$ cat src/core/io_point_defines.svh
`ifndef IO_POINT_DEFINES_SVH
`define IO_POINT_DEFINES_SVH

// Register byte offsets of the APB slave.
`define CTRL_OFF 12'h000
`define KEY_ENTRY_OFF 12'h004
`define KEY_CFG_OFF 12'h008
`define OUT_REG_OFF 12'h00C
`define STATUS_OFF 12'h010
`define DEMO_TIME_OFF 12'h014
`define FLOAT_FAIL_OFF 12'h018
`define FLASH_HALF_OFF 12'h01C
`define POINT_CFG_OFF 12'h020
`define ANALOG_CFG_OFF 12'h024

// Indexed regions: paddr[11:8] for points and blocks, paddr[11:6] for word arrays.
`define PT_REGION 4'h1
`define TB_REGION 4'h2
`define AI_REGION 6'h0C
`define AO_REGION 6'h0D
`define RATE_REGION 6'h0E

// Word select inside one point or block group, paddr[3:2].
`define PT_FILTER 2'h0
`define PT_ON 2'h1
`define PT_HOLD 2'h2
`define PT_RECYCLE 2'h3
`define TB_ON 2'h0
`define TB_OFF 2'h1
`define TB_SEL 2'h2

// Field positions.
`define CTRL_DEMO 0
`define CTRL_SH3 1
`define CTRL_SH4 2
`define CTRL_SCHEME 4
`define CTRL_UNLOCK 8
`define PC_INVERT 0
`define PC_SLOW 4
`define PC_FLASH 8
`define PC_MIRROR 12
`define PC_TB_EN 16
`define PC_TB_SRC 20
`define AC_AI_MODE 0
`define AC_AO_MODE 4
`define AC_AVG 8
`define ST_COND 0
`define ST_PHYS 8
`define ST_TB 16
`define ST_FAIL 24

// Reset values.
`define KEY_RST 16'h0000
`define FLASH_HALF_RST 16'h0032
`define DEMO_TIME_RST 16'h000A
`define DEMO_PAT_RST 4'h1

// Timing.
`define MS_NS 1000000
`define CLK_NS 10
`define TICKS_PER_STEP 4'hA

// Analog scaling.
`define FULL_SCALE 16'h4E20
`define LIVE_ZERO 16'h0FA0
`define AVG_MAX 3'h5

`endif

$ cat src/core/io_point_pkg.sv
package io_point_pkg;

  typedef enum logic [3:0] {
    SCH_OFF,
    SCH_SP_FLIPFLOP,
    SCH_SP_STARTS,
    SCH_SP_RUNTIME,
    SCH_UP_NOALT,
    SCH_UP_FLIPFLOP,
    SCH_UP_STARTS,
    SCH_UP_RUNTIME,
    SCH_DN_NOALT,
    SCH_DN_FLIPFLOP,
    SCH_DN_STARTS,
    SCH_DN_RUNTIME
  } scheme_e;

  typedef logic [15:0] word16_t;

endpackage

$ cat src/core/point_drive_if.sv
`timescale 1ns/1ps
`default_nettype none

interface point_drive_if;
  logic cmd;
  logic force_off;
  logic flash_en;
  logic t10;
  logic t1s;
  logic phys;
  logic [15:0] on_t;
  logic [15:0] hold_t;
  logic [15:0] rcy;
  logic [15:0] flash_half;
  modport ctl(output cmd, output force_off, output flash_en, output t10, output t1s, output on_t, output hold_t,
              output rcy, output flash_half, input phys);
  modport point(input cmd, input force_off, input flash_en, input t10, input t1s, input on_t, input hold_t,
                input rcy, input flash_half, output phys);
endinterface // point_drive_if

`default_nettype wire

$ cat src/core/point_drive.sv
`timescale 1ns/1ps
`default_nettype none

module point_drive (
  input wire logic pclk,
  input wire logic presetn,
  point_drive_if.point bus
);

  typedef struct packed {
    logic [15:0] cnt;
    logic [15:0] rc;
    logic ph;
    logic cmd_prev;
    logic phys;
  } drv_s;

  drv_s q;
  drv_s n;
  logic fall;
  logic rise;

  always_comb begin
    n = q;
    fall = q.cmd_prev & ~bus.cmd;
    rise = bus.cmd & ~q.cmd_prev;
    n.cmd_prev = bus.cmd;
    if (fall && bus.rcy != 16'h0000) begin
      n.rc = bus.rcy; // RULE9
    end else if (q.rc != 16'h0000 && bus.t1s) begin
      n.rc = q.rc - 16'h0001; // RULE9
    end
    if (!bus.cmd) begin
      n.ph = 1'b0;
      n.cnt = 16'h0000;
    end else if (rise) begin
      if (bus.flash_en) begin
        n.ph = 1'b1; // RULE22
        n.cnt = bus.flash_half;
      end else if (bus.on_t != 16'h0000) begin
        n.ph = 1'b1; // RULE4
        n.cnt = bus.on_t;
      end else if (bus.hold_t != 16'h0000) begin
        n.ph = 1'b0; // RULE6
        n.cnt = bus.hold_t;
      end else begin
        n.ph = 1'b1;
      end
    end else if (bus.t10 && q.cnt != 16'h0000) begin
      if (q.cnt != 16'h0001) begin
        n.cnt = q.cnt - 16'h0001;
      end else if (bus.flash_en) begin
        n.ph = ~q.ph; // RULE7
        n.cnt = bus.flash_half;
      end else if (bus.on_t != 16'h0000 && bus.hold_t != 16'h0000) begin
        n.ph = ~q.ph; // RULE5
        n.cnt = q.ph ? bus.hold_t : bus.on_t;
      end else if (bus.on_t != 16'h0000) begin
        n.ph = 1'b0; // RULE4
        n.cnt = 16'h0000;
      end else begin
        n.ph = 1'b1; // RULE6
        n.cnt = 16'h0000;
      end
    end
    // The recycle wait also masks a new command, so a pulse may be swallowed while it runs.
    n.phys = n.ph & bus.cmd & ~bus.force_off & (n.rc == 16'h0000); // RULE9
  end

  always_ff @(posedge pclk or negedge presetn) begin
    if (!presetn) begin
      q <= '0;
    end else begin
      q <= n;
    end
  end

  assign bus.phys = q.phys;

endmodule // point_drive

`default_nettype wire

$ cat src/core/io_point_conditioning_and_setpoint.sv
// Functional notes
// RULE1: Invert input point when inversion is set.
// RULE2: Accept input after stable filter time.
// RULE3: Slow mode measures interval; fast counts pulses.
// RULE4: On-time alone gives a one-shot pulse.
// RULE5: On and hold-off together cycle PWM.
// RULE6: Hold-off alone delays output turn-on.
// RULE7: Flash toggles output while register true.
// RULE8: Software should not mix timers with flash.
// RULE9: Recycle holdoff blocks output after falling register.
// RULE10: Mode 0 is 0-20000, 1 is 0-16000.
// RULE11: Boxcar average of two-power samples, 0 off.
// RULE12: Twelve-way control scheme selector.
// RULE13: Third block shuts first two outputs, setpoint only.
// RULE14: Fourth block shuts first two outputs always.
// RULE15: No float change in time stops demands.
// RULE16: Mirror copies conditioned input into output register.
// RULE17: Threshold source is scaled analog input or output.
// RULE18: On below off: on low, off high.
// RULE19: On above off: on high, off low.
// RULE20: Configuration writes need the write key first.
// RULE21: Demo mode cycles inputs every cycle time.
// RULE22: Flash half-period configurable, starts with output on.
// RULE23: All timers from one prescaled tick, reset clears.
// RULE24: Between levels the threshold output holds.
`include "io_point_defines.svh"
`timescale 1ns/1ps
`default_nettype none

module io_point_conditioning_and_setpoint #(
  parameter int NPTS = 4,
  parameter int MS_CYCLES = `MS_NS / `CLK_NS
) (
  input wire logic pclk,
  input wire logic presetn,
  input wire logic psel,
  input wire logic penable,
  input wire logic pwrite,
  input wire logic [11:0] paddr,
  input wire logic [31:0] pwdata,
  output logic pready,
  output logic [31:0] prdata,
  output logic pslverr,
  input wire logic [NPTS-1:0] input_point,
  input wire logic [NPTS-1:0][15:0] sensed_level,
  input wire logic sensed_valid,
  output logic [NPTS-1:0] output_relay,
  output logic [NPTS-1:0][15:0] driven_level,
  output logic [NPTS-1:0] point_state
);

  // Point fields share 4-bit slots and indices come straight from address bits, so NPTS is 2 or 4.
  localparam int IW = $clog2(NPTS);
  localparam int PW = $clog2(MS_CYCLES);

  typedef struct packed {
    logic [PW-1:0] pre;
    logic [3:0] c10;
    logic [3:0] c100;
    logic [3:0] c1s;
    logic t1ms;
    logic t10;
    logic t100;
    logic t1s;
    logic demo_en;
    logic sh3;
    logic sh4;
    io_point_pkg::scheme_e scheme;
    logic [15:0] key_cfg;
    logic unlocked;
    logic [NPTS-1:0] out_reg;
    logic [15:0] demo_time;
    logic [15:0] ff_time;
    logic [15:0] flash_half;
    logic [NPTS-1:0] invert;
    logic [NPTS-1:0] slow;
    logic [NPTS-1:0] flash;
    logic [NPTS-1:0] mirror;
    logic [NPTS-1:0] tb_en;
    logic [NPTS-1:0] tb_src;
    logic [NPTS-1:0] ai_mode;
    logic [NPTS-1:0] ao_mode;
    logic [2:0] avg_code;
    logic [NPTS-1:0][15:0] filt;
    logic [NPTS-1:0][15:0] on_t;
    logic [NPTS-1:0][15:0] hold_t;
    logic [NPTS-1:0][15:0] rcy;
    logic [NPTS-1:0][15:0] tb_on;
    logic [NPTS-1:0][15:0] tb_off;
    logic [NPTS-1:0][IW-1:0] tb_idx;
    logic [NPTS-1:0][15:0] ao_val;
    logic [NPTS-1:0][15:0] drv;
    logic [NPTS-1:0][21:0] ai_acc;
    logic [5:0] ai_cnt;
    logic [NPTS-1:0][15:0] ai_scaled;
    logic [NPTS-1:0] cond;
    logic [NPTS-1:0][15:0] fcnt;
    logic [NPTS-1:0][15:0] rate;
    logic [NPTS-1:0][15:0] rcnt;
    logic [NPTS-1:0] tb_out;
    logic [15:0] demo_cnt;
    logic [NPTS-1:0] demo_pat;
    logic lead;
    logic d1_prev;
    logic [15:0] ff_cnt;
    logic ff_fail;
    logic pready;
    logic [31:0] prdata;
    logic pslverr;
  } st_s;

  st_s q;
  st_s n;
  logic [NPTS-1:0] phys_w;
  logic [NPTS-1:0] cmd;
  logic [NPTS-1:0] force_off;
  logic [NPTS-1:0] raw;
  logic [NPTS-1:0] edge_up;
  logic [31:0] rd;
  logic hit;
  logic wr;
  logic setup;
  logic [IW-1:0] pi;
  logic [1:0] fld;
  logic [15:0] src;
  logic [15:0] avg;
  logic d1;
  logic d2;
  logic setpoint_fam;
  logic shut;
  logic float_chg;
  int k;

  ////////////////////////////////////////////////////////////////////////////////
  // Scaling helpers shared by the analog paths, and the saturating step used by the rate counters.

  function automatic logic [15:0] clamp_full(input logic [16:0] v);
    clamp_full = (v > {1'b0, `FULL_SCALE}) ? `FULL_SCALE : v[15:0];
  endfunction

  function automatic logic [15:0] scale_in(input logic [15:0] raw_v, input logic mode);
    if (mode) begin
      scale_in = (raw_v < `LIVE_ZERO) ? 16'h0000 : clamp_full({1'b0, raw_v}) - `LIVE_ZERO; // RULE10
    end else begin
      scale_in = clamp_full({1'b0, raw_v}); // RULE10
    end
  endfunction

  function automatic logic [15:0] scale_out(input logic [15:0] v, input logic mode);
    scale_out = mode ? clamp_full({1'b0, v} + {1'b0, `LIVE_ZERO}) : clamp_full({1'b0, v}); // RULE10
  endfunction

  function automatic logic [15:0] step(input logic [15:0] v);
    step = (v == 16'hFFFF) ? v : v + 16'h0001;
  endfunction

  ////////////////////////////////////////////////////////////////////////////////
  // Next-state logic.

  always_comb begin
    n = q;
    rd = 32'h0000_0000;
    hit = 1'b0;
    src = 16'h0000;
    avg = 16'h0000;
    raw = '0;
    edge_up = '0;
    setup = psel & penable & ~q.pready;
    wr = psel & penable & q.pready & pwrite;
    pi = paddr[4 +: IW];
    fld = paddr[3:2];

    // One tick chain from the clock keeps every timer in step.
    n.t1ms = 1'b0;
    n.t10 = 1'b0;
    n.t100 = 1'b0;
    n.t1s = 1'b0;
    if (q.pre == PW'(MS_CYCLES - 1)) begin
      n.pre = '0; // RULE23
      n.t1ms = 1'b1;
      n.c10 = (q.c10 == `TICKS_PER_STEP - 4'h1) ? 4'h0 : q.c10 + 4'h1;
      if (q.c10 == `TICKS_PER_STEP - 4'h1) begin
        n.t10 = 1'b1;
        n.c100 = (q.c100 == `TICKS_PER_STEP - 4'h1) ? 4'h0 : q.c100 + 4'h1;
        if (q.c100 == `TICKS_PER_STEP - 4'h1) begin
          n.t100 = 1'b1;
          n.c1s = (q.c1s == `TICKS_PER_STEP - 4'h1) ? 4'h0 : q.c1s + 4'h1;
          n.t1s = (q.c1s == `TICKS_PER_STEP - 4'h1);
        end
      end
    end else begin
      n.pre = q.pre + PW'(1);
    end

    if (q.demo_en && q.demo_time != 16'h0000 && q.t100) begin
      if (q.demo_cnt + 16'h0001 >= q.demo_time) begin
        n.demo_cnt = 16'h0000;
        n.demo_pat = {q.demo_pat[NPTS-2:0], q.demo_pat[NPTS-1]}; // RULE21
      end else begin
        n.demo_cnt = q.demo_cnt + 16'h0001;
      end
    end

    for (k = 0; k < NPTS; k++) begin
      raw[k] = (q.demo_en ? q.demo_pat[k] : input_point[k]) ^ q.invert[k]; // RULE1
      if (q.filt[k] == 16'h0000) begin
        n.cond[k] = raw[k]; // RULE2
        n.fcnt[k] = 16'h0000;
      end else if (raw[k] == q.cond[k]) begin
        n.fcnt[k] = 16'h0000;
      end else if (q.t1ms) begin
        if (q.fcnt[k] + 16'h0001 >= q.filt[k]) begin
          n.cond[k] = raw[k]; // RULE2
          n.fcnt[k] = 16'h0000;
        end else begin
          n.fcnt[k] = q.fcnt[k] + 16'h0001;
        end
      end
      edge_up[k] = n.cond[k] & ~q.cond[k];
      if (q.slow[k]) begin
        if (edge_up[k]) begin
          n.rate[k] = q.rcnt[k]; // RULE3
          n.rcnt[k] = 16'h0000;
        end else if (q.t1ms) begin
          n.rcnt[k] = step(q.rcnt[k]);
        end
      end else if (q.t1s) begin
        n.rate[k] = q.rcnt[k]; // RULE3
        n.rcnt[k] = edge_up[k] ? 16'h0001 : 16'h0000;
      end else if (edge_up[k]) begin
        n.rcnt[k] = step(q.rcnt[k]);
      end

      src = q.tb_src[k] ? q.ao_val[q.tb_idx[k]] : q.ai_scaled[q.tb_idx[k]]; // RULE17
      if (!q.tb_en[k]) begin
        n.tb_out[k] = 1'b0;
      end else if (q.tb_on[k] < q.tb_off[k]) begin // RULE24
        if (src < q.tb_on[k]) begin
          n.tb_out[k] = 1'b1; // RULE18
        end else if (src > q.tb_off[k]) begin
          n.tb_out[k] = 1'b0; // RULE18
        end
      end else if (q.tb_on[k] > q.tb_off[k]) begin
        if (src > q.tb_on[k]) begin
          n.tb_out[k] = 1'b1; // RULE19
        end else if (src < q.tb_off[k]) begin
          n.tb_out[k] = 1'b0; // RULE19
        end
      end
      n.drv[k] = scale_out(q.ao_val[k], q.ao_mode[k]); // RULE10
    end

    if (sensed_valid) begin
      for (k = 0; k < NPTS; k++) begin
        n.ai_acc[k] = q.ai_acc[k] + {6'h00, sensed_level[k]}; // RULE11
      end
      if (q.ai_cnt >= 6'((7'h01 << q.avg_code) - 7'h01)) begin
        for (k = 0; k < NPTS; k++) begin
          avg = 16'(n.ai_acc[k] >> q.avg_code); // RULE11
          n.ai_scaled[k] = scale_in(avg, q.ai_mode[k]);
          n.ai_acc[k] = 22'h000000;
        end
        n.ai_cnt = 6'h00;
      end else begin
        n.ai_cnt = q.ai_cnt + 6'h01;
      end
    end

    // Control scheme: demands come from threshold blocks or float switches.
    setpoint_fam = (q.scheme == io_point_pkg::SCH_SP_FLIPFLOP) || (q.scheme == io_point_pkg::SCH_SP_STARTS) ||
                   (q.scheme == io_point_pkg::SCH_SP_RUNTIME);
    case (q.scheme) // RULE12
      io_point_pkg::SCH_OFF: begin
        d1 = 1'b0;
        d2 = 1'b0;
      end
      io_point_pkg::SCH_SP_FLIPFLOP, io_point_pkg::SCH_SP_STARTS, io_point_pkg::SCH_SP_RUNTIME: begin
        d1 = q.tb_out[0];
        d2 = q.tb_out[1];
      end
      io_point_pkg::SCH_UP_NOALT, io_point_pkg::SCH_UP_FLIPFLOP, io_point_pkg::SCH_UP_STARTS,
      io_point_pkg::SCH_UP_RUNTIME: begin
        d1 = q.cond[0];
        d2 = q.cond[1];
      end
      default: begin
        d1 = ~q.cond[0];
        d2 = ~q.cond[1];
      end
    endcase
    n.d1_prev = d1;
    if (q.scheme == io_point_pkg::SCH_UP_NOALT || q.scheme == io_point_pkg::SCH_DN_NOALT ||
        q.scheme == io_point_pkg::SCH_OFF) begin
      n.lead = 1'b0;
    end else if (d1 && !q.d1_prev) begin
      n.lead = ~q.lead; // RULE12
    end

    float_chg = (q.cond != n.cond);
    if (float_chg) begin
      n.ff_fail = 1'b0; // RULE15
      n.ff_cnt = 16'h0000;
    end else if ((d1 || d2) && !q.ff_fail && q.ff_time != 16'h0000 && q.t1s) begin
      if (q.ff_cnt + 16'h0001 >= q.ff_time) begin
        n.ff_fail = 1'b1; // RULE15
      end else begin
        n.ff_cnt = q.ff_cnt + 16'h0001;
      end
    end else if (!(d1 || d2)) begin
      n.ff_cnt = 16'h0000;
    end
    if (q.ff_fail) begin
      d1 = 1'b0; // RULE15
      d2 = 1'b0;
    end
    shut = (q.sh3 && setpoint_fam && (q.tb_out[2] || q.cond[2])) || // RULE13
           (q.sh4 && (q.tb_out[3] || q.cond[3])); // RULE14

    for (k = 0; k < NPTS; k++) begin
      cmd[k] = q.out_reg[k];
      force_off[k] = 1'b0;
    end
    if (q.scheme != io_point_pkg::SCH_OFF) begin
      cmd[0] = q.lead ? d2 : d1;
      cmd[1] = q.lead ? d1 : d2;
    end
    force_off[0] = shut; // RULE13
    force_off[1] = shut; // RULE14

    ////////////////////////////////////////////////////////////////////////////////
    // APB slave: one wait state, then pready with data from a register.
    if (paddr == `CTRL_OFF) begin
      hit = 1'b1;
      rd = {23'h000000, q.unlocked, q.scheme, 1'b0, q.sh4, q.sh3, q.demo_en};
    end else if (paddr == `KEY_ENTRY_OFF || paddr == `KEY_CFG_OFF) begin
      hit = 1'b1;
    end else if (paddr == `OUT_REG_OFF) begin
      hit = 1'b1;
      rd[NPTS-1:0] = q.out_reg;
    end else if (paddr == `STATUS_OFF) begin
      hit = 1'b1;
      rd[`ST_COND +: NPTS] = q.cond;
      rd[`ST_PHYS +: NPTS] = phys_w;
      rd[`ST_TB +: NPTS] = q.tb_out;
      rd[`ST_FAIL] = q.ff_fail;
    end else if (paddr == `DEMO_TIME_OFF) begin
      hit = 1'b1;
      rd[15:0] = q.demo_time;
    end else if (paddr == `FLOAT_FAIL_OFF) begin
      hit = 1'b1;
      rd[15:0] = q.ff_time;
    end else if (paddr == `FLASH_HALF_OFF) begin
      hit = 1'b1;
      rd[15:0] = q.flash_half;
    end else if (paddr == `POINT_CFG_OFF) begin
      hit = 1'b1;
      rd[`PC_INVERT +: NPTS] = q.invert;
      rd[`PC_SLOW +: NPTS] = q.slow;
      rd[`PC_FLASH +: NPTS] = q.flash;
      rd[`PC_MIRROR +: NPTS] = q.mirror;
      rd[`PC_TB_EN +: NPTS] = q.tb_en;
      rd[`PC_TB_SRC +: NPTS] = q.tb_src;
    end else if (paddr == `ANALOG_CFG_OFF) begin
      hit = 1'b1;
      rd[`AC_AI_MODE +: NPTS] = q.ai_mode;
      rd[`AC_AO_MODE +: NPTS] = q.ao_mode;
      rd[`AC_AVG +: 3] = q.avg_code;
    end else if (paddr[11:8] == `PT_REGION && paddr[7:4] < 4'(NPTS)) begin
      hit = 1'b1;
      rd[15:0] = (fld == `PT_FILTER) ? q.filt[pi] : (fld == `PT_ON) ? q.on_t[pi] :
                 (fld == `PT_HOLD) ? q.hold_t[pi] : q.rcy[pi];
    end else if (paddr[11:8] == `TB_REGION && paddr[7:4] < 4'(NPTS) && fld != 2'h3) begin
      hit = 1'b1;
      rd[15:0] = (fld == `TB_ON) ? q.tb_on[pi] : (fld == `TB_OFF) ? q.tb_off[pi] : 16'(q.tb_idx[pi]);
    end else if (paddr[11:6] == `AI_REGION && paddr[5:2] < 4'(NPTS)) begin
      hit = 1'b1;
      rd[15:0] = q.ai_scaled[paddr[2 +: IW]];
    end else if (paddr[11:6] == `AO_REGION && paddr[5:2] < 4'(NPTS)) begin
      hit = 1'b1;
      rd[15:0] = q.ao_val[paddr[2 +: IW]];
    end else if (paddr[11:6] == `RATE_REGION && paddr[5:2] < 4'(NPTS)) begin
      hit = 1'b1;
      rd[15:0] = q.rate[paddr[2 +: IW]];
    end

    n.pready = setup;
    if (setup) begin
      n.prdata = pwrite ? 32'h0000_0000 : rd;
      n.pslverr = ~hit;
    end else begin
      n.prdata = 32'h0000_0000;
      n.pslverr = 1'b0;
    end

    if (wr && hit) begin
      if (paddr == `KEY_ENTRY_OFF) begin
        n.unlocked = (pwdata[15:0] == q.key_cfg); // RULE20
      end else if (paddr == `OUT_REG_OFF) begin
        n.out_reg = pwdata[NPTS-1:0];
      end else if (paddr[11:6] == `AO_REGION) begin
        n.ao_val[paddr[2 +: IW]] = pwdata[15:0];
      end else if (q.unlocked) begin
        // Every other write is configuration and needs the key entered first.
        if (paddr == `CTRL_OFF) begin
          n.demo_en = pwdata[`CTRL_DEMO]; // RULE20
          n.sh3 = pwdata[`CTRL_SH3];
          n.sh4 = pwdata[`CTRL_SH4];
          n.scheme = (pwdata[`CTRL_SCHEME +: 4] > 4'(io_point_pkg::SCH_DN_RUNTIME)) ? io_point_pkg::SCH_OFF :
                     io_point_pkg::scheme_e'(pwdata[`CTRL_SCHEME +: 4]);
        end else if (paddr == `KEY_CFG_OFF) begin
          n.key_cfg = pwdata[15:0];
        end else if (paddr == `DEMO_TIME_OFF) begin
          n.demo_time = pwdata[15:0];
        end else if (paddr == `FLOAT_FAIL_OFF) begin
          n.ff_time = pwdata[15:0];
        end else if (paddr == `FLASH_HALF_OFF) begin
          n.flash_half = pwdata[15:0]; // RULE22
        end else if (paddr == `POINT_CFG_OFF) begin
          n.invert = pwdata[`PC_INVERT +: NPTS];
          n.slow = pwdata[`PC_SLOW +: NPTS];
          n.flash = pwdata[`PC_FLASH +: NPTS];
          n.mirror = pwdata[`PC_MIRROR +: NPTS];
          n.tb_en = pwdata[`PC_TB_EN +: NPTS];
          n.tb_src = pwdata[`PC_TB_SRC +: NPTS];
        end else if (paddr == `ANALOG_CFG_OFF) begin
          n.ai_mode = pwdata[`AC_AI_MODE +: NPTS];
          n.ao_mode = pwdata[`AC_AO_MODE +: NPTS];
          n.avg_code = (pwdata[`AC_AVG +: 3] > `AVG_MAX) ? `AVG_MAX : pwdata[`AC_AVG +: 3];
          n.ai_cnt = 6'h00;
        end else if (paddr[11:8] == `PT_REGION) begin
          if (fld == `PT_FILTER) n.filt[pi] = pwdata[15:0];
          else if (fld == `PT_ON) n.on_t[pi] = pwdata[15:0];
          else if (fld == `PT_HOLD) n.hold_t[pi] = pwdata[15:0];
          else n.rcy[pi] = pwdata[15:0];
        end else if (paddr[11:8] == `TB_REGION) begin
          if (fld == `TB_ON) n.tb_on[pi] = pwdata[15:0];
          else if (fld == `TB_OFF) n.tb_off[pi] = pwdata[15:0];
          else n.tb_idx[pi] = pwdata[IW-1:0];
        end
      end
    end

    // Mirroring is applied after the bus so the live input always wins its bit.
    for (k = 0; k < NPTS; k++) begin
      if (q.mirror[k]) begin
        n.out_reg[k] = q.cond[k]; // RULE16
      end
    end
  end

  always_ff @(posedge pclk or negedge presetn) begin
    if (!presetn) begin
      q <= '0; // RULE23
      q.key_cfg <= `KEY_RST;
      q.flash_half <= `FLASH_HALF_RST;
      q.demo_time <= `DEMO_TIME_RST;
      q.demo_pat <= NPTS'(`DEMO_PAT_RST);
    end else begin
      q <= n;
    end
  end

  ////////////////////////////////////////////////////////////////////////////////
  // Output point timers, one per point.

  point_drive_if pif[NPTS] ();

  genvar g;
  generate
    for (g = 0; g < NPTS; g++) begin : g_pt
      assign pif[g].cmd = cmd[g];
      assign pif[g].force_off = force_off[g];
      assign pif[g].flash_en = q.flash[g];
      assign pif[g].t10 = q.t10;
      assign pif[g].t1s = q.t1s;
      assign pif[g].on_t = q.on_t[g];
      assign pif[g].hold_t = q.hold_t[g];
      assign pif[g].rcy = q.rcy[g];
      assign pif[g].flash_half = q.flash_half;
      assign phys_w[g] = pif[g].phys;
      point_drive u_drive (
        .pclk(pclk),
        .presetn(presetn),
        .bus(pif[g])
      );
    end
  endgenerate

  assign output_relay = phys_w;
  assign driven_level = q.drv;
  assign point_state = q.cond;
  assign pready = q.pready;
  assign prdata = q.prdata;
  assign pslverr = q.pslverr;

endmodule // io_point_conditioning_and_setpoint

`default_nettype wire

$ cat config.mk
export PLATFORM = sky130hd
export DESIGN_NAME = io_point_conditioning_and_setpoint
export DESIGN_NICKNAME = d
export VERILOG_FILES = /design/src/core/io_point_pkg.sv /design/src/core/point_drive_if.sv /design/src/core/point_drive.sv /design/src/core/io_point_conditioning_and_setpoint.sv
export VERILOG_INCLUDE_DIRS = /design/src /design/src/core
export SDC_FILE = /design/constraint.sdc
export NUM_CORES = 2
export LEC_CHECK = 0
export BUFFER_PORTS_ARGS = -buffer_cell sky130_fd_sc_hd__buf_2
export CORE_MARGIN = 3
export CORE_UTILIZATION = 40
export DETAILED_ROUTE_END_ITERATION = 12
export SETUP_SLACK_MARGIN = 0.1
export SKIP_CTS_REPAIR_TIMING = 1
export SYNTH_ARGS = -nofsm -noshare
export SYNTH_HDL_FRONTEND = slang
export SYNTH_SLANG_ARGS = --single-unit
export TNS_END_PERCENT = 10
$ cat constraint.sdc
create_clock -name pclk -period 8 [get_ports pclk]
set_input_delay 0.8 -clock pclk [delete_from_list [all_inputs] [get_ports pclk]]
set_output_delay 0.8 -clock pclk [all_outputs]
set_load 0.01 [all_outputs]
======== Word-level counts from Yosys, hierarchy flattened ========
Cells that the tools add are included.
cells by class
  add/subtract/negate cells ............... 36
  magnitude comparators ................... 59
  equal/unequal tests ..................... 77
  shift operators ......................... 5
  mux-type cells .......................... 394
  bitwise gates (word level) .............. 64
  reduce and logical (&&, ||, !) cells .... 146
operator list
  operator                                                                           number
  16-bit 2-to-1 mux                                                                  168
  475-bit 2-to-1 mux                                                                 4
  543-bit 2-to-1 mux                                                                 2
  16-bit binary-select mux with 2-bit select                                         17
  539-bit 2-to-1 mux                                                                 1
  64-bit 2-to-1 mux                                                                  8
  459-bit 2-to-1 mux                                                                 1
  64-bit bitwise mux                                                                 7
  443-bit 2-to-1 mux                                                                 1
  427-bit 2-to-1 mux                                                                 1
  403-bit 2-to-1 mux                                                                 1
  392-bit 2-to-1 mux                                                                 1
  16-bit nonzero test                                                                22
  136-bit 2-to-1 mux                                                                 2
  256-bit 2-to-1 mux                                                                 1
  16-bit greater-than comparator                                                     12
  16-bit < comparator                                                                12
  192-bit 2-to-1 mux                                                                 1
  16-bit by 1-bit adder with 16-bit output, second input constant                    10
  16-bit by 15-bit greater-than comparator with 1-bit output, second input constant  8
  16-bit logical NOT                                                                 8
  128-bit 2-to-1 mux                                                                 1
  16-bit by 1-bit subtractor with 16-bit output, second input constant               8
  1-bit 2-to-1 mux                                                                   119
  90 further kinds                                                                   365
word-level totals
  flip-flop bits (word level) ............. 1235
  input port bits ......................... 118

======== Logic depth before layout (Yosys ltp) ========
  word-level depth ........................ 22
  depth in mapped cells ................... 26

======== Hierarchy ========
Synthesis repeated with hierarchy kept, for this count alone.
second synthesis, totals
  cells, all modules ...................... 8830
  area total of the unflattened synthesis .. 85599.6 µm²
modules (own cells, without submodules)
  module                              instances  cells each  area an instance (µm²)
  io_point_conditioning_and_setpoint  1          7274        73247.8
  point_drive (g_pt[1].u_drive ...)   2          385         3036.7
  point_drive (g_pt[0].u_drive)       1          382         3169.3
  point_drive (g_pt[3].u_drive)       1          404         3109.2

======== Worst setup path after synthesis ========
Ideal clock, no wire load.
  kind .................................... input port to flip-flop
  start ................................... input port sensed_level[48] (netlist name)
  end ..................................... register q[334] (netlist name)
  arrival ................................. 5186 ps
  required time ........................... 7884 ps
  path slack .............................. 2698 ps
  stages .................................. 20
  buffers on the path ..................... 1
  cells stage by stage .................... ha_1 fa_1 a211oi_1 o21a_1 nor3_1 or2_2 xnor2_1 mux4_2 or4_4 o31ai_4 o2111ai_2 o32ai_2 buf_4 nor2_2 ha_1 nor2_1 nand3_1 nand3b_1 xor2_1 o311ai_0
between the ends
  cells in the longest elaborated chain, start to end .. 7
  elaborated cells between the ends (all ways) .. 8
  classes of those cells .................. 2 x add/sub; 2 x order compare; 1 x shift; 3 x mux
RTL lines
  item                                                        line                                       source
  start, declared                                             io_point_conditioning_and_setpoint.sv:45   input wire logic [NPTS-1:0][15:0] sensed_level,
  22-bit by 16-bit adder with 22-bit output *                 io_point_conditioning_and_setpoint.sv:255  n.ai_acc[k] = q.ai_acc[k] + {6'h00, sensed_level[k]};
  22-bit by 3-bit right shift with 16-bit output *            io_point_conditioning_and_setpoint.sv:259  avg = 16'(n.ai_acc[k] >> q.avg_code);
  16-bit by 15-bit greater-than comparator with 1-bit output  io_point_conditioning_and_setpoint.sv:138  clamp_full = (v > {1'b0, `FULL_SCALE}) ? `FULL_SCALE : v[15:0];
  16-bit 2-to-1 mux                                           io_point_conditioning_and_setpoint.sv:138
  16-bit by 12-bit subtractor with 16-bit output (no line)    --
  16-bit 2-to-1 mux (no line)                                 --
  16-bit 2-to-1 mux *                                         io_point_conditioning_and_setpoint.sv:142  if (mode) begin
  end signal, assigned                                        io_point_conditioning_and_setpoint.sv:459  q <= n;
  end, declared                                               io_point_conditioning_and_setpoint.sv:112  st_s q;
Every way passes the cells marked *; elsewhere a longest branch is shown, timed or not.
A chain may end at the register's enable or synchronous reset.

======== Worst setup path after layout ========
  start ................................... register q[951] (netlist name)
  end ..................................... register q[284] (netlist name)
between the ends
  cells in the longest elaborated chain, start to end .. 6
  elaborated cells between the ends (all ways) .. 11
  classes of those cells .................. 2 x add/sub; 3 x order compare; 2 x shift; 3 x mux; 1 x reduce/logical
RTL lines
  item                                                        line
  22-bit by 3-bit right shift with 16-bit output              io_point_conditioning_and_setpoint.sv:259
  16-bit by 15-bit greater-than comparator with 1-bit output  io_point_conditioning_and_setpoint.sv:138
  16-bit 2-to-1 mux                                           io_point_conditioning_and_setpoint.sv:138
  16-bit by 12-bit subtractor with 16-bit output (no line)    --
  16-bit 2-to-1 mux (no line)                                 --
  16-bit 2-to-1 mux                                           io_point_conditioning_and_setpoint.sv:142
Parallel ways exist; a longest one is shown, timed or not.

==> flow_summary.toml <==
[die]
die_x_um = 463.1
dieArea_sq_mm = 0.2145
start_util_pct = 40.29
ios = 224
die_h_um = 463.1
fp-row-count = 167
core_sq_mm = 0.2075

[timing]
finalCritPeriodShare_pct = 75.64
final-hold-violation-count = 1
fin_skew_ns = 0.03746
setup_tns_ns = 0
fmax_ghz = 0.1653
fin_crit_ns = 6.051
hold_ws_ns = -0.04178
slew_headroom_pct = 14.98
rsz0062_at_grt = "false"
setup_viol = 0
slew_violations = 0
worst_slew_pin_slew_ns = 1.275

[logic_synthesis]
synth_edf_count = 0
synth-async-reset-ratio_pct = 100.0
synth-compound-area-share_pct = 16.84
synth_seq_cells = 1228
syn_area_per_cell_sq_um = 9.457
ys_types = 116
synth_area_sq_mm = 0.08359
synth_mux_area_share_pct = 15.48
synth_xor_xnor_area_share_pct = 3.657
synthCells = 8839
synth-simple-area-share_pct = 15.94
synth_top_family_by_area = "compound AO/OA/AOI/OAI gates"
yosys_warnings = 0
synth_fa_ha_area_share_pct = 6.128
yosysSeqAreaShare_pct = 36.77
ys.flop_type = "dfrtp_1"

[run]
cap_violations = 0

[setup_path]
reg2reg_from = "q[951]"
slowest_stage = "buf_4"
cp.required_ns = 8.70
end_kind = "flip-flop"
crit_start = "q[951]"
cp_common_cell = "nor2_1"
crit_chain = "inv_2 > buf_4 > nor2_1 > a32o_1 > a2111oi_0 > nand3_1 > nor2_1 > o21ai_0 > a211oi_1 > a311o_1 > nand2b_1 > ha_1 > nand2b_1 > nor2_1 > o21ai_0 > xnor2_1 > a21oi_1 > a21o_1"
critPathTopFamily = "compound AO/OA/AOI/OAI gates"
critical_path_arrival_ns = 6.75
path_buf_inv = 2
critical_path_class = "flip-flop to flip-flop"
crit_path_max_fanout = 48
worstSetupStartpointType = "flip-flop"
max_stage_delay_ns = 0.67

[finish]
synthToLayoutAreaGrowth_pct = 9.660
nFillCells = 19624
drive_gt1_share_pct = 16.64
seq_area_sq_mm = 0.03075
fin_nets = 9200
multi_input_area_sq_mm = 0.04866

[cts]
clk_pin_slew_ns = 0.06
clock_sinks = 1228
cts_tree = "done"
htreeDepth = 4
cts-root-to-sink-buffers = 3
insertion_delay_ns = 0.83
cts_made_buffers = 149
clockRootBuffer = "clkbuf_16"

[placement]
dpl.hpwl_mm = 225.2
port_buffers = 208
place_congestion = 1.025

[global_routing]
grt_usage_pct = 27.80
grt_pass1_vias = 69402
grt_overflow = 0
grt_first_pass_wirelength_mm = 454.9
antenna_found_initial = 20
grt_max_degree = 168

[outcome]
violations = "negative hold slack"
status = "complete, but fails checks"

[detailed_routing]
drtAntennaViolNets = 0
postRouteWirelength_mm = 306.8
drc = 0
drt-pass1-iter-count = 6
vias_per_cell = 6.198
vias = 71808
wl_per_cell_um = 26.48
dr.first_iter.drc_count = 8030

[power_and_ir_drop]
power_leakage_nw = 41.90
power-per-cell-area_mw_per_mm2 = 223.0
report.power.total_w = 0.02044
ir_drop_mv = 0.2020

[hold_path]
worstHoldPathType = "primary input to asynchronous set/reset pin"
-- metrics by stage --
| step | instances | instance area (sq um) | setup slack [ns] | util, % | hold slack, ns |
|---|---|---|---|---|---|
| detailed placement | 11312 | 86440 | 1.667 | 41.66 | 0.4557 |
| floorplan | 8849 | 83630 | 2.698 | - | 0.4236 |
| finish | 11586 | 91670 | 1.949 | 44.18 | -0.04178 |
| global placement | 11312 | 86440 | 1.764 | 41.66 | 0.4476 |
| global route | 11583 | 91660 | 1.490 | 44.18 | 0.04024 |
| CTS | 11580 | 91650 | 2.047 | 44.17 | 0.007821 |
-- layout make-up --
cell class | instances | area share [%]
clock inverters | 64 | 0.9759
diodes | 6 | 0.01638
inverters | 357 | 1.462
clock buffers | 204 | 4.710
repair buffers | 345 | 2.398
well taps | 2788 | 3.805
multi-input cells | 6594 | 53.09
flip-flops and latches | 1228 | 33.55
-- power by group --
part	switching, W	internal [W]
Clock	0.00298	0.00429
Sequential	0.000585	0.00653
Combinational	0.00381	0.00224
Total	0.00737	0.0131
-- cell usage after synthesis (29+ instances only) --
master	number	area [sq um]
nor2_1	531	1993
buf_4	107	803.3
o21ai_0	693	3468
o2bb2ai_1	49	429.2
or4_1	29	217.7
nand2b_1	99	619.3
nor3_1	156	780.8
dfrtp_1	1222	30580
a31oi_1	50	312.8
buf_2	46	230.2
nor4_1	142	888.4
ha_1	403	5042
a22oi_1	29	217.7
mux4_2	306	6892
a311oi_1	34	297.8
and3_1	69	431.7
o22ai_1	51	319.1
a21oi_1	392	1962
or3_1	55	344.1
nor2b_1	78	488.0
inv_1	354	1329
o31ai_1	40	300.3
o21a_1	83	623.1
and2_1	57	356.6
mux2i_1	125	1251
xnor2_1	188	1647
nand4_1	108	675.7
a211oi_1	65	488.0
a21o_1	149	1119
nand2_1	1121	4208
a22o_1	84	735.7
o211ai_1	84	630.6
buf_1	63	236.5
xor2_1	161	1410
nand3_1	246	1231
clkbuf_1	451	1693
mux2_2	426	4797
-- routing by layer --
metal / share of wire (%) / GRT usage (%) / wire (um) / up-vias
met5: 0.019 / 0 / 57 / -
met4: 6.8 / 16.29 / 20870 / 8
met3: 9.1 / 6.791 / 28000 / 795
met2: 43 / 41.59 / 132500 / 3353
met1: 41 / 36.54 / 125400 / 35648
li1: - / - / - / 32004
-- cells in the final DEF, fill, tap and decap left out, types with 78 or more instances in the layout --
master and count:
xnor2_1 188, ha_1 403, nor2_1 517, a22o_1 84, a21oi_1 389, nand4_1 108
o211ai_1 84, nand3_1 246, buf_4 132, buf_2 203, xor2_1 161, o21a_1 83
dfrtp_1 1211, nand2b_1 99, nand2_1 1120, mux4_2 306, nor2b_1 78, mux2i_1 125
clkbuf_16 151, o21ai_0 693, nor3_1 153, a21o_1 148, nor4_1 141, inv_1 351
mux2_2 426
-- path summary, 6_finish.rpt --
kind,slack [ns],endpoint,cells past startpoint
max in group asynchronous,5.79,q[221],3
min reg2reg,0.47,q[203],2
max reg2reg,1.95,q[284],18
max,1.95,q[284],18
min,-0.04,driven_level[12],1
min in group pclk,0.22,q[962],2
-- cell families after synthesis --
logic type      after synthesis
fa+ha+maj                   407
other cells                   1
compound gates             2145
xor+xnor                    349
buf+inv                    1027
simple gates               2825
mux                         857
flops                      1228
(Power assumes the default switching activity.)
